===== config.mk =====
export PLATFORM = sky130hd
export DESIGN_NAME = osc_top
export DESIGN_NICKNAME = d
export VERILOG_FILES = /design/src/core/osc_pkg.sv /design/src/core/osc_dly_if.sv /design/src/core/osc_delay_line.sv /design/src/core/osc_top.sv
export SDC_FILE = /design/constraint.sdc
export NUM_CORES = 1
export LEC_CHECK = 0
export ABC_AREA = 1
export BUFFER_PORTS_ARGS = -buffer_cell sky130_fd_sc_hd__buf_2
export CORE_MARGIN = 5
export CORE_UTILIZATION = 35
export DETAILED_ROUTE_END_ITERATION = 8
export GPL_ROUTABILITY_DRIVEN = 0
export GPL_TIMING_DRIVEN = 1
export PLACE_DENSITY_LB_ADDON = 0.1
export RECOVER_POWER = 100
export SYNTH_ARGS = -nofsm -noshare
export SYNTH_HDL_FRONTEND = slang
export SYNTH_HIERARCHICAL = 1
export SYNTH_SLANG_ARGS = --single-unit

===== constraint.sdc =====
create_clock -name i_mclk -period 1.1 [get_ports i_mclk]
set_input_delay 0 -clock i_mclk [delete_from_list [all_inputs] [get_ports i_mclk]]
set_output_delay 0 -clock i_mclk [all_outputs]
set_load 0.02 [all_outputs]

===== src/core/osc_pkg.sv =====
// Purpose: shared constants and types for the output clock sync block
// Assumes: one sample clock domain, APB register access with 32-bit data
// Notes: every offset, field position and cycle count lives here, and the control reset value
package osc_pkg;
    // register byte offsets
    localparam logic [7:0] OFS_CTRL = 8'h00;
    localparam logic [7:0] OFS_STATUS = 8'h04;
    // control field positions
    localparam int CTRL_EXT_BIT = 0;      // extended_register_control
    localparam int CTRL_RSTEN_BIT = 1;    // out clock reset mechanism enable
    localparam int CTRL_ALIGN_BIT = 2;    // master_slave_alignment enable
    localparam int CTRL_MASTER_BIT = 3;   // this device is the master
    localparam int CTRL_SPLIT_BIT = 4;    // one-to-two output split mode
    localparam int CTRL_DDR_PHASE_SELECT_BIT = 5;    // ddr_phase_select
    localparam int CTRL_ADJ_LSB = 8;      // aperture delay adjust, 3 bits
    localparam int CTRL_ADJ_W = 3;
    localparam int CTRL_W = 11;
    localparam logic [CTRL_W-1:0] CTRL_RESET = 11'h000;
    // status field positions
    localparam int STAT_PHASE_LSB = 0;    // current divider phase, 2 bits
    localparam int STAT_HOLD_BIT = 2;     // output clock held by reset
    localparam int STAT_COUNT_BIT = 3;    // counting toward the sync edge
    localparam int STAT_ARMED_BIT = 4;    // a first reset pulse has been seen
    localparam int STAT_LOCK_BIT = 5;     // last reference edge matched phase
    // timing counts in sample clock cycles
    localparam logic [2:0] SYNC_DLY_90 = 3'h4;
    localparam logic [2:0] SYNC_DLY_0 = 3'h5;
    localparam int FIXED_LAT_CYC = 2;
    localparam int OUT_DELAY_CYC = 4;
    localparam int DLY_DEPTH = 8;
    localparam int TAP_W = 3;
    localparam logic [TAP_W-1:0] TAP_NOMINAL = 3'h6;
    // phase the slave loads on a reference edge: sync and edge stages eat 3 cycles
    localparam logic [1:0] ALIGN_PHASE = 2'h3;
    localparam logic [1:0] SYNC_PHASE = 2'h0;
    // sequencer states, one-hot
    typedef enum logic [2:0] {
        OSC_RUN = 3'b001,
        OSC_HOLD = 3'b010,
        OSC_COUNT = 3'b100
    } osc_state_t;
endpackage


===== src/core/osc_dly_if.sv =====
// Purpose: carries the raw clock bit and tap choice to the delay line
// Assumes: both ends run on the sample clock
// Notes: no clocking block; plain signals only
`timescale 1ns/1ps
interface osc_dly_if;
    logic d;
    logic [osc_pkg::TAP_W-1:0] tap;
    logic q;
    modport src (output d, output tap, input q);
    modport dly (input d, input tap, output q);
endinterface


===== src/core/osc_delay_line.sv =====
// Purpose: tapped delay line that places the output data clock in time
// Assumes: tap changes are rare; a change may glitch the output once
// Notes: output comes from a flip-flop after the tap mux
`timescale 1ns/1ps
module osc_delay_line #(
    parameter int DEPTH = osc_pkg::DLY_DEPTH
) (
    input wire logic i_mclk,   // sample clock
    input wire logic i_rst_b,  // sync reset, active low
    osc_dly_if.dly port        // clock bit in, tap, delayed bit out
);
    logic [DEPTH-1:0] line_reg;
    logic [DEPTH-1:0] line_next;
    logic q_reg;
    logic q_next;

    // shift in the raw bit and pick the requested tap
    always_comb begin
        line_next = {line_reg[DEPTH-2:0], port.d};
        q_next = line_reg[port.tap];
    end

    // registers only
    always_ff @(posedge i_mclk) begin
        if (!i_rst_b) begin
            line_reg <= '0;
            q_reg <= 1'b0;
        end else begin
            line_reg <= line_next;
            q_reg <= q_next;
        end
    end

    assign port.q = q_reg;
endmodule


===== src/core/osc_top.sv =====
// Purpose: output data clock phase sync (master/slave alignment and pulse reset)
// Assumes: i_mclk stands in for the sample clock; pins are asynchronous to it
// Notes: control and status are reached over APB at two word offsets
// Notes: the pulse reset and the alignment share one divider
//
// Our own choices: the APB interface to the registers and the register offsets.
`timescale 1ns/1ps
module osc_top (
    input wire logic i_mclk,                 // sample clock, 200 MHz
    input wire logic i_rst_b,                // sync reset, active low
    input wire logic i_psel,                 // apb select
    input wire logic i_penable,              // apb enable
    input wire logic i_pwrite,               // apb direction, high is write
    input wire logic [7:0] i_paddr,          // apb byte address
    input wire logic [31:0] i_pwdata,        // apb write data
    output logic [31:0] o_prdata,            // apb read data
    output logic o_pready,                   // apb ready
    output logic o_pslverr,                  // apb error, unmapped address
    input wire logic i_out_clock_reset_in,   // async output clock reset pin
    input wire logic i_sync_reference_in,    // reference clock from the master
    output logic o_first_channel_out_clock,  // first channel output data clock
    output logic o_second_channel_out_clock, // second channel output data clock
    output logic o_sync_reference_out_a,     // reference to downstream slave a
    output logic o_sync_reference_out_b,     // reference to downstream slave b
    output logic o_second_bus_oe             // secondary split bus drive enable
);
    // decode of the address, used by the error path only; reads compare offsets directly
    // anything outside the two words answers with an error and changes nothing
    function automatic logic addr_mapped(input logic [7:0] a);
        addr_mapped = (a == osc_pkg::OFS_CTRL) || (a == osc_pkg::OFS_STATUS);
    endfunction

    // carrier to the delay line; the top itself keeps plain ports
    osc_dly_if dly_if ();

    // apb and control state
    logic [osc_pkg::CTRL_W-1:0] ctrl_reg;
    logic [osc_pkg::CTRL_W-1:0] ctrl_next;
    logic [31:0] prdata_reg;
    logic [31:0] prdata_next;
    logic pready_reg;
    logic pready_next;
    logic pslverr_reg;
    logic pslverr_next;
    // synchronisers
    logic rst_s1_reg;
    logic rst_s2_reg;
    logic rst_s3_reg;
    logic ref_s1_reg;
    logic ref_s2_reg;
    logic ref_s3_reg;
    // clock generation state
    // phase is the quarter-rate divider shared by both channels
    // armed remembers that a first pulse has passed since reset
    osc_pkg::osc_state_t state_reg;
    osc_pkg::osc_state_t state_next;
    logic [1:0] phase_reg;
    logic [1:0] phase_next;
    logic [2:0] cnt_reg;
    logic [2:0] cnt_next;
    logic armed_reg;
    logic armed_next;
    logic lock_reg;
    logic lock_next;
    logic ref_out_reg;
    logic ref_out_next;
    logic oe_reg;
    logic oe_next;
    logic raw_clk;

    // control field views
    // the views keep every bit position in the package alone
    logic ext_en;
    logic rst_en;
    logic align_en;
    logic is_master;
    logic split;
    logic ddr_phase_select;
    logic [osc_pkg::CTRL_ADJ_W-1:0] adj;
    logic setup;
    logic rst_edge_rise;
    logic rst_edge_fall;
    logic ref_rise;

    assign ext_en = ctrl_reg[osc_pkg::CTRL_EXT_BIT];
    assign rst_en = ext_en && ctrl_reg[osc_pkg::CTRL_RSTEN_BIT];
    assign align_en = ctrl_reg[osc_pkg::CTRL_ALIGN_BIT];
    assign is_master = ctrl_reg[osc_pkg::CTRL_MASTER_BIT];
    assign split = ctrl_reg[osc_pkg::CTRL_SPLIT_BIT];
    assign ddr_phase_select = ctrl_reg[osc_pkg::CTRL_DDR_PHASE_SELECT_BIT];
    assign adj = ctrl_reg[osc_pkg::CTRL_ADJ_LSB +: osc_pkg::CTRL_ADJ_W];
    assign setup = i_psel && !i_penable;

    // apb slave: answer is prepared in setup so the access phase needs no wait
    always_comb begin
        ctrl_next = ctrl_reg;
        prdata_next = prdata_reg;
        pready_next = setup;
        pslverr_next = setup && !addr_mapped(i_paddr);
        // read data is built from the state seen at the setup edge
        if (setup && !i_pwrite) begin
            prdata_next = 32'h00000000;
            if (i_paddr == osc_pkg::OFS_CTRL) begin
                prdata_next[osc_pkg::CTRL_W-1:0] = ctrl_reg;
            end else if (i_paddr == osc_pkg::OFS_STATUS) begin
                prdata_next[osc_pkg::STAT_PHASE_LSB +: 2] = phase_reg;
                prdata_next[osc_pkg::STAT_HOLD_BIT] = (state_reg == osc_pkg::OSC_HOLD);
                prdata_next[osc_pkg::STAT_COUNT_BIT] = (state_reg == osc_pkg::OSC_COUNT);
                prdata_next[osc_pkg::STAT_ARMED_BIT] = armed_reg;
                prdata_next[osc_pkg::STAT_LOCK_BIT] = lock_reg;
            end
        end
        // write lands in the access cycle, the edge where ready is seen high
        // status writes fall through and are ignored
        if (i_psel && i_penable && i_pwrite && pready_reg && (i_paddr == osc_pkg::OFS_CTRL)) begin
            ctrl_next = i_pwdata[osc_pkg::CTRL_W-1:0];
        end
    end

    // registers only; ready is a one-cycle pulse, so setups may follow back to back
    always_ff @(posedge i_mclk) begin
        if (!i_rst_b) begin
            ctrl_reg <= osc_pkg::CTRL_RESET;
            prdata_reg <= 32'h00000000;
            pready_reg <= 1'b0;
            pslverr_reg <= 1'b0;
        end else begin
            ctrl_reg <= ctrl_next;
            prdata_reg <= prdata_next;
            pready_reg <= pready_next;
            pslverr_reg <= pslverr_next;
        end
    end

    // pin synchronisers; stage three exists only so edges never read stage one
    // both pins are asynchronous to the sample clock, so two flops come first
    always_ff @(posedge i_mclk) begin
        if (!i_rst_b) begin
            rst_s1_reg <= 1'b0;
            rst_s2_reg <= 1'b0;
            rst_s3_reg <= 1'b0;
            ref_s1_reg <= 1'b0;
            ref_s2_reg <= 1'b0;
            ref_s3_reg <= 1'b0;
        end else begin
            rst_s1_reg <= i_out_clock_reset_in;
            rst_s2_reg <= rst_s1_reg;
            rst_s3_reg <= rst_s2_reg;
            ref_s1_reg <= i_sync_reference_in;
            ref_s2_reg <= ref_s1_reg;
            ref_s3_reg <= ref_s2_reg;
        end
    end

    // edges compare stages two and three; a pin pulse shorter than one
    // sample period may be missed entirely
    assign rst_edge_rise = rst_s2_reg && !rst_s3_reg;
    assign rst_edge_fall = !rst_s2_reg && rst_s3_reg;
    assign ref_rise = ref_s2_reg && !ref_s3_reg;

    // divider, alignment and pulse-reset sequencer
    // the divider always advances; alignment and the sync edge only reload it,
    // which keeps the duty steady instead of stalling the output clock
    always_comb begin
        state_next = state_reg;
        phase_next = phase_reg + 2'h1;
        cnt_next = cnt_reg;
        armed_next = armed_reg;
        lock_next = lock_reg;
        // slave realigns on every reference edge except one landing with an armed sync reload, which wins; no special pulse needed
        if (align_en && !is_master && ref_rise) begin
            phase_next = osc_pkg::ALIGN_PHASE;
            // lock only reports; it never gates the realignment
            lock_next = (phase_reg + 2'h1 == osc_pkg::ALIGN_PHASE);
        end
        case (state_reg)
            osc_pkg::OSC_RUN: begin
                // the pin is sampled, so assertion at any time is safe
                if (rst_en && rst_edge_rise) begin
                    state_next = osc_pkg::OSC_HOLD;
                end
            end
            osc_pkg::OSC_HOLD: begin
                // dropping the enable abandons the pulse and lets the clock run on
                if (!rst_en) begin
                    state_next = osc_pkg::OSC_RUN;
                end else if (rst_edge_fall) begin
                    // this cycle is the first edge past release; count from here
                    state_next = osc_pkg::OSC_COUNT;
                    // the reload lands that many edges after this one
                    cnt_next = ddr_phase_select ? osc_pkg::SYNC_DLY_90 : osc_pkg::SYNC_DLY_0;
                end
            end
            osc_pkg::OSC_COUNT: begin
                if (cnt_reg == 3'h1) begin
                    state_next = osc_pkg::OSC_RUN;
                    armed_next = 1'b1;
                    // first pulse after power-on only arms; phase is left as found
                    if (armed_reg) begin
                        phase_next = osc_pkg::SYNC_PHASE;
                    end
                end else begin
                    cnt_next = cnt_reg - 3'h1;
                end
            end
            default: begin
                // an illegal code falls back to free running
                state_next = osc_pkg::OSC_RUN;
            end
        endcase
    end

    // registers only
    always_ff @(posedge i_mclk) begin
        if (!i_rst_b) begin
            state_reg <= osc_pkg::OSC_RUN;
            phase_reg <= 2'h0;
            cnt_reg <= 3'h0;
            armed_reg <= 1'b0;
            lock_reg <= 1'b0;
        end else begin
            state_reg <= state_next;
            phase_reg <= phase_next;
            cnt_reg <= cnt_next;
            armed_reg <= armed_next;
            lock_reg <= lock_next;
        end
    end

    // raw clock bit: quarter rate in split mode, held high while reset holds it
    // non-split runs at half rate, one data word per output clock edge
    always_comb begin
        if (split) begin
            raw_clk = (phase_reg[1] == 1'b0);
            if (state_reg != osc_pkg::OSC_RUN) begin
                raw_clk = 1'b1;
            end
        end else begin
            raw_clk = phase_reg[0];
        end
    end

    // reference out rises as the phase wraps to zero; slaves forward their own
    always_comb begin
        ref_out_next = (phase_next[1] == 1'b0);
        oe_next = split;
    end

    // registered so downstream slaves see clean edges
    always_ff @(posedge i_mclk) begin
        if (!i_rst_b) begin
            ref_out_reg <= 1'b0;
            oe_reg <= 1'b0;
        end else begin
            ref_out_reg <= ref_out_next;
            oe_reg <= oe_next;
        end
    end

    // tap = latency + output delay - adjust; large adjust clamps to tap zero
    // a tap change may glitch the output once, so adjust while idle
    assign dly_if.d = raw_clk;
    assign dly_if.tap = (adj > osc_pkg::TAP_NOMINAL) ? '0 : osc_pkg::TAP_NOMINAL - adj;

    // the line sits in its own module so its depth can change alone
    osc_delay_line #(
        .DEPTH(osc_pkg::DLY_DEPTH)
    ) u_delay (
        .i_mclk(i_mclk),
        .i_rst_b(i_rst_b),
        .port(dly_if.dly)
    );

    // one flop feeds both channels, so they cannot drift apart
    assign o_first_channel_out_clock = dly_if.q;
    assign o_second_channel_out_clock = dly_if.q;
    assign o_sync_reference_out_a = ref_out_reg;
    assign o_sync_reference_out_b = ref_out_reg;
    assign o_second_bus_oe = oe_reg;
    assign o_prdata = prdata_reg;
    assign o_pready = pready_reg;
    assign o_pslverr = pslverr_reg;
    // synchronous sampling removes the narrow pulse at assertion; a hold may still
    // cut a phase short, which capture logic must tolerate; since every stage is
    // registered, any shortened phase still lasts at least one sample period
endmodule


; Word level (Yosys, flattened, before mapping)
; Index checks and enable logic that the tools add are counted.
[word_totals]
ff_bits = 51
inputBits = 47
output_inout_bits = 39
elab_cells = 88
[classes]
addsub = 3
n_lt_le_gt_ge = 2
n_eq_ne = 13
mux = 22
n_bitwise = 2
n_reduce_logical = 27
[ops]
columns = op, n
row1 = 3-bit 2-to-1 mux, 8
row2 = 1-bit logical AND, 14
row3 = 6-bit 2-to-1 mux, 2
row4 = 3-bit case mux with 3 select lines, 1
row5 = 8-bit by 3-bit equality test with 1-bit output (second input constant), 1
row6 = 8-bit logical NOT, 1
row7 = 2-bit 2-to-1 mux, 4
row8 = 2-bit != test (second input constant), 4
row9 = 1-bit logical NOT, 7
row10 = 3-bit by 1-bit equality test with 1-bit output (second input constant), 2
row11 = 3-bit case mux with 2 select lines, 1
row12 = 5-bit 2-to-1 mux, 1
row13 = 3-bit by 4-bit less-than comparator with 1-bit output (second input constant), 1
row14 = 1-bit 2-to-1 mux, 4
row15 = 4-bit AND reduction, 1
row16 = 1-bit binary-select mux with 3-bit select, 1
row17 = 3-bit by 2-bit equality test with 1-bit output (second input constant), 1
row18 = 3-bit equality test (second input constant), 1
row19 = 3-bit greater-than comparator (second input constant), 1
row20 = 3-bit by 1-bit != test with 1-bit output (second input constant), 1
row21 = 3-bit != test (second input constant), 1
row22 = 3-bit AND reduction, 1
row23 = 3-bit by 1-bit subtractor with 3-bit output (second input constant), 1
row24 = 3-bit subtractor (first input constant), 1
row25 = 7 further kinds, 8

; Depth between registers and ports, before layout
[logic_depth]
depth_word = 8
ltp_mapped = 9
depth_no_buf = 9

; Modules after synthesis
; Netlist, hierarchy kept.
[modules_own_cells]
columns = module, n_inst, cells_per_inst, area_per_inst_um2, seq_area_each_um2
row1 = osc_top, 1, 277, 2030.7, 840.8
row2 = osc_delay_line, 1, 53, 359.1, 180.2

; Worst setup path before layout
; Ideal clock, no wire load.
[synth_path]
kind = flip-flop to flip-flop
startpoint = register ctrl_reg[8] in the netlist's numbering
endpoint = register u_delay.q_reg, in the netlist u_delay/port.q
setup_ps = 113
arrival_time_ps = 1085
t_required_ps = 987
slack_ps = -98
path_stages_with_launch = 9
path_buffers = 0
synth_period_minus_slack_ps = 1198
path_cell_list = dfxtp_1 > ha_1 > o21bai_1 > inv_1 > inv_1 > nand3_1 > nand2_1 > nor2_1 > nor2_1
[synth_via]
elab_chain_cells = 4
elab_cells_between_ends = 5
cone_classes = add/sub: 1 / order compare: 1 / mux: 3
[synth_rtl]
columns = item, line_no
row1 = start: declaration, osc_top.sv:37  ; logic [osc_pkg::CTRL_W-1:0] ctrl_reg;
row2 = start signal: assignment, osc_top.sv:123  ; ctrl_reg <= osc_pkg::CTRL_RESET;
row3 = start signal: assignment, osc_top.sv:128  ; ctrl_reg <= ctrl_next;
row4 = 3-bit subtractor / 3-bit greater-than comparator (equally long branches), osc_top.sv:263  ; assign dly_if.tap = (adj > osc_pkg::TAP_NOMINAL) ? '0 : osc_pkg::TAP_NOMINAL - adj;
row5 = 3-bit 2-to-1 mux *, osc_top.sv:263
row6 = "named net dly_if.tap, one bit", osc_dly_if.sv:7  ; logic [osc_pkg::TAP_W-1:0] tap;
row7 = 1-bit binary-select mux with 3-bit select *, osc_delay_line.sv:20  ; q_next = line_reg[port.tap];
row8 = 1-bit 2-to-1 mux (implied by the code) *, osc_delay_line.sv:20
row9 = end signal: assignment, osc_delay_line.sv:30  ; q_reg <= q_next;
row10 = end: declaration, osc_delay_line.sv:14  ; logic q_reg;
; Mark *: on every way through the listed nets, which the timed path passes. The rest lies on a longest branch. The select of a mux whose other input is x is not followed.
; A chain may end at the register's enable or synchronous reset.

; Worst setup path in the final report
; Ends and elaborated chain as after synthesis.

==> summary.txt <==
Drt
  • Wirelength per Cell: 10.9 um
  • Post-Route WL: 5.32 mm
  • Post-route ant nets: 0
  • Initial DRT Pass Iterations: 4
  • DR vias/cell: between 4 and 5
  • Via count: 2104
  • DRC violations left: 0
  • Iter 0 DRT Violations: 68

Worst setup path
  • Crit path DAT: around 1400 ps
  • Worst setup EP type: flop
  • Setup CP Type: reg -> reg
  • Critical register-to-register path startpoint: ctrl_reg[8]$_SDFFE_PN0P_
  • CP max FO: 3
  • Critical path data required time: about 1300 ps
  • CP Launch Point: ctrl_reg[8]$_SDFFE_PN0P_
  • Type of origin of the critical path: flop

Floorplanning
  • Die Ht: 92.6 um
  • Die ar.: 8580 um^2
  • Core box area: 6720 um^2
  • Die X: just over 90 um
  • Starting density of the core: a little over a third
  • Num rows: 30
  • IO Count: 86

Clocking
  • CTS tree: built
  • Worst skew pair latency: 300 ps
  • Clock-pin slew on the worst setup and hold paths: about 90 ps
  • Sink Count: 51
  • H-tree depth: 2
  • CTS buffer count: 5
  • Root Driver: clkbuf_8
  • Maximum clock insertion buffer count: 2

Cells and area
  • Layout area overhead: 30.6%
  • # fillers: 717
  • NumNets Final: 456
  • N_diodes: 0
  • Layout cells sized above 1: 24.9%

Global route
  • Antenna violations before repair: 0
  • GRT overflow: 0
  • Largest net degree at the start of global routing: 33
  • Gr usage total: 12.6%
  • Vias in the first global route: 1941
  • GR Util met3: 2.84%
  • Global-route wire length before repair: around 8.6 mm
  • Top Usage Layer GRT: met2
  • Met1 Use GR: 15.1%
  • GR met2 Demand/Resource: between 20 and 25%

Timing
  • Final Hold Fails: 0
  • Fin Hold WS: 6.47 ps
  • Clk_skew: about 9 ps
  • Setup violators final: 6
  • RSZ-0062 raised after global routing: true
  • Fmax: 0.840 GHz
  • Tmin final: 1190 ps
  • Slew Limit Fails: 0
  • Final setup margin: -89.9 ps
  • Setup_tns: -277 ps
  • Post-route clock period utilization: 108%

Yosys
  • Synth area leaders: dfxtp_1 43%, nand2_1 12%, buf_4 7.9%, inv_1 7.9%, nand3_1 7.1%
  • Ys Warns: 6
  • Yosys top cell by area: dfxtp_1
  • Avg Inst Size Synth: 7.24 um^2
  • Synth Instances: 330
  • Netlist cell types: 27
  • Yosys reg bits: 51
  • Post-Syn Area: 2390 um^2
  • Synth top area share: 42.7%
  • Sequential area share after synthesis: 42.7%

Place
  • Hpwl dp: about 3.7 mm
  • Post-place setup slack: -143 ps
  • PortBufs: 43

Outcome
  • Failing checks: negative setup slack
  • Status: complete, but fails checks

Power
  • PwrDens: 1090 nW/um^2
  • P_leak: about 1.4 nW
  • VDD IR max: 0.000561 V

Hold path
  • Hold Startpoint: i_paddr[3]
  • HP Class: in -> reg

Run
  • Maxcap violations: 0
[synth_stat cells (all sizes together)]
cell / instances
nand3b: 1
buf: 32
ha: 4
nor3: 3
o21bai: 1
a21oi: 22
nand3: 36
o21ai: 9
inv: 51
o21a: 6
nor2: 27
xor2: 1
clkinv: 1
clkbuf: 1
nand2: 80
xnor2: 1
a31oi: 2
conb: 1
dfxtp: 51
[repair_timing]
| action | 4_1_cts | 5_1_grt |
|---|---|---|
| hold buffers | 14 | 0 |
| pin swaps | 10 | 13 |
| gates resized for setup | 20 | 29 |
| setup buffers | 0 | 3 |
| setup endpoints to repair | 20 | 23 |
| endpoints found under the hold margin | 14 | 0 |
[worst max-delay path, cell delays in order (launching register included)]
cell and delay (ps):
dfxtp_2 350, ha_4 220, o21bai_1 140, inv_1 100, inv_2 50, nand3_2 50
nand2_1 50, nor2_1 90, nor2_1 50
[cell type report]
type | instances | area (um^2) | area share, %
clock buffers | 7 | 86.3 | 2.77
clock inverters | 1 | 8.76 | 0.281
inverters | 52 | 198 | 6.34
multi-input cells | 214 | 1150 | 36.9
flip-flops and latches | 51 | 1030 | 33.0
well taps | 80 | 100 | 3.21
repair buffers | 81 | 544 | 17.4
[per-stage QoR]
stage,area (um^2),cells,util [%],power (mW)
after CTS,3040,483,45.3,3.48
after global routing,3120,486,46.4,3.62
after floorplan,2480,350,-,2.24
after detailed placement,2730,461,40.6,2.30
final,3120,486,46.4,3.41
after global placement,2730,461,40.6,2.30
[report_power, final]
| group | leakage (nW) | switching, mW | internal, mW | total [mW] |
|---|---|---|---|---|
| clock network | 0.0484 | 0.610 | 0.517 | 1.13 |
| registers | 0.418 | 0.0224 | 1.89 | 1.91 |
| logic | 0.980 | 0.234 | 0.135 | 0.369 |
[logic make-up (layout without fill, tap and decap cells)]
| group | Yosys count | count (layout) | share of synthesized area (%) |
|---|---|---|---|
| AOI/OAI and AO/OA | 40 | 40 | 9.21 |
| xor gates and xnor gates | 2 | 2 | 0.733 |
| adders and majority gates | 4 | 4 | 2.09 |
| buffers and inverters | 85 | 141 | 18.4 |
| DFF | 51 | 51 | 42.7 |
| other | 1 | 21 | 0.157 |
| and+or+nand+nor | 147 | 147 | 26.6 |
[path summary, 6_finish.rpt]
kind / end / cells after the start / slack, ps
worst max-delay path: u_delay/port.q$_SDFF_PN0_ / 8 / -90
worst min-delay path: o_pslverr$_SDFF_PN0_ / 3 / 6
worst max register to register: u_delay/port.q$_SDFF_PN0_ / 8 / -90
worst min register to register: ref_s2_reg$_SDFF_PN0_ / 2 / 420
[routing by layer]
metal | vias to the layer above | wire length [um]
met5 | - | 0
met4 | 0 | 61
met3 | 7 | 225
met2 | 35 | 2700
met1 | 935 | 2340
li1 | 1127 | -
[layout by cell type, fill, tap and decap left out, drive strengths merged]
cell type     n
nand3b        1
xnor2         1
a21oi        22
a31oi         2
dfxtp        51
clkinv        2
dlygate4sd3  14
conb         21
o21a          6
nand3        36
o21bai        1
buf          49
nor2         27
nor3          3
o21ai         9
inv          51
ha            4
clkbuf       25
nand2        80
xor2          1
(Power assumes the default switching activity.)
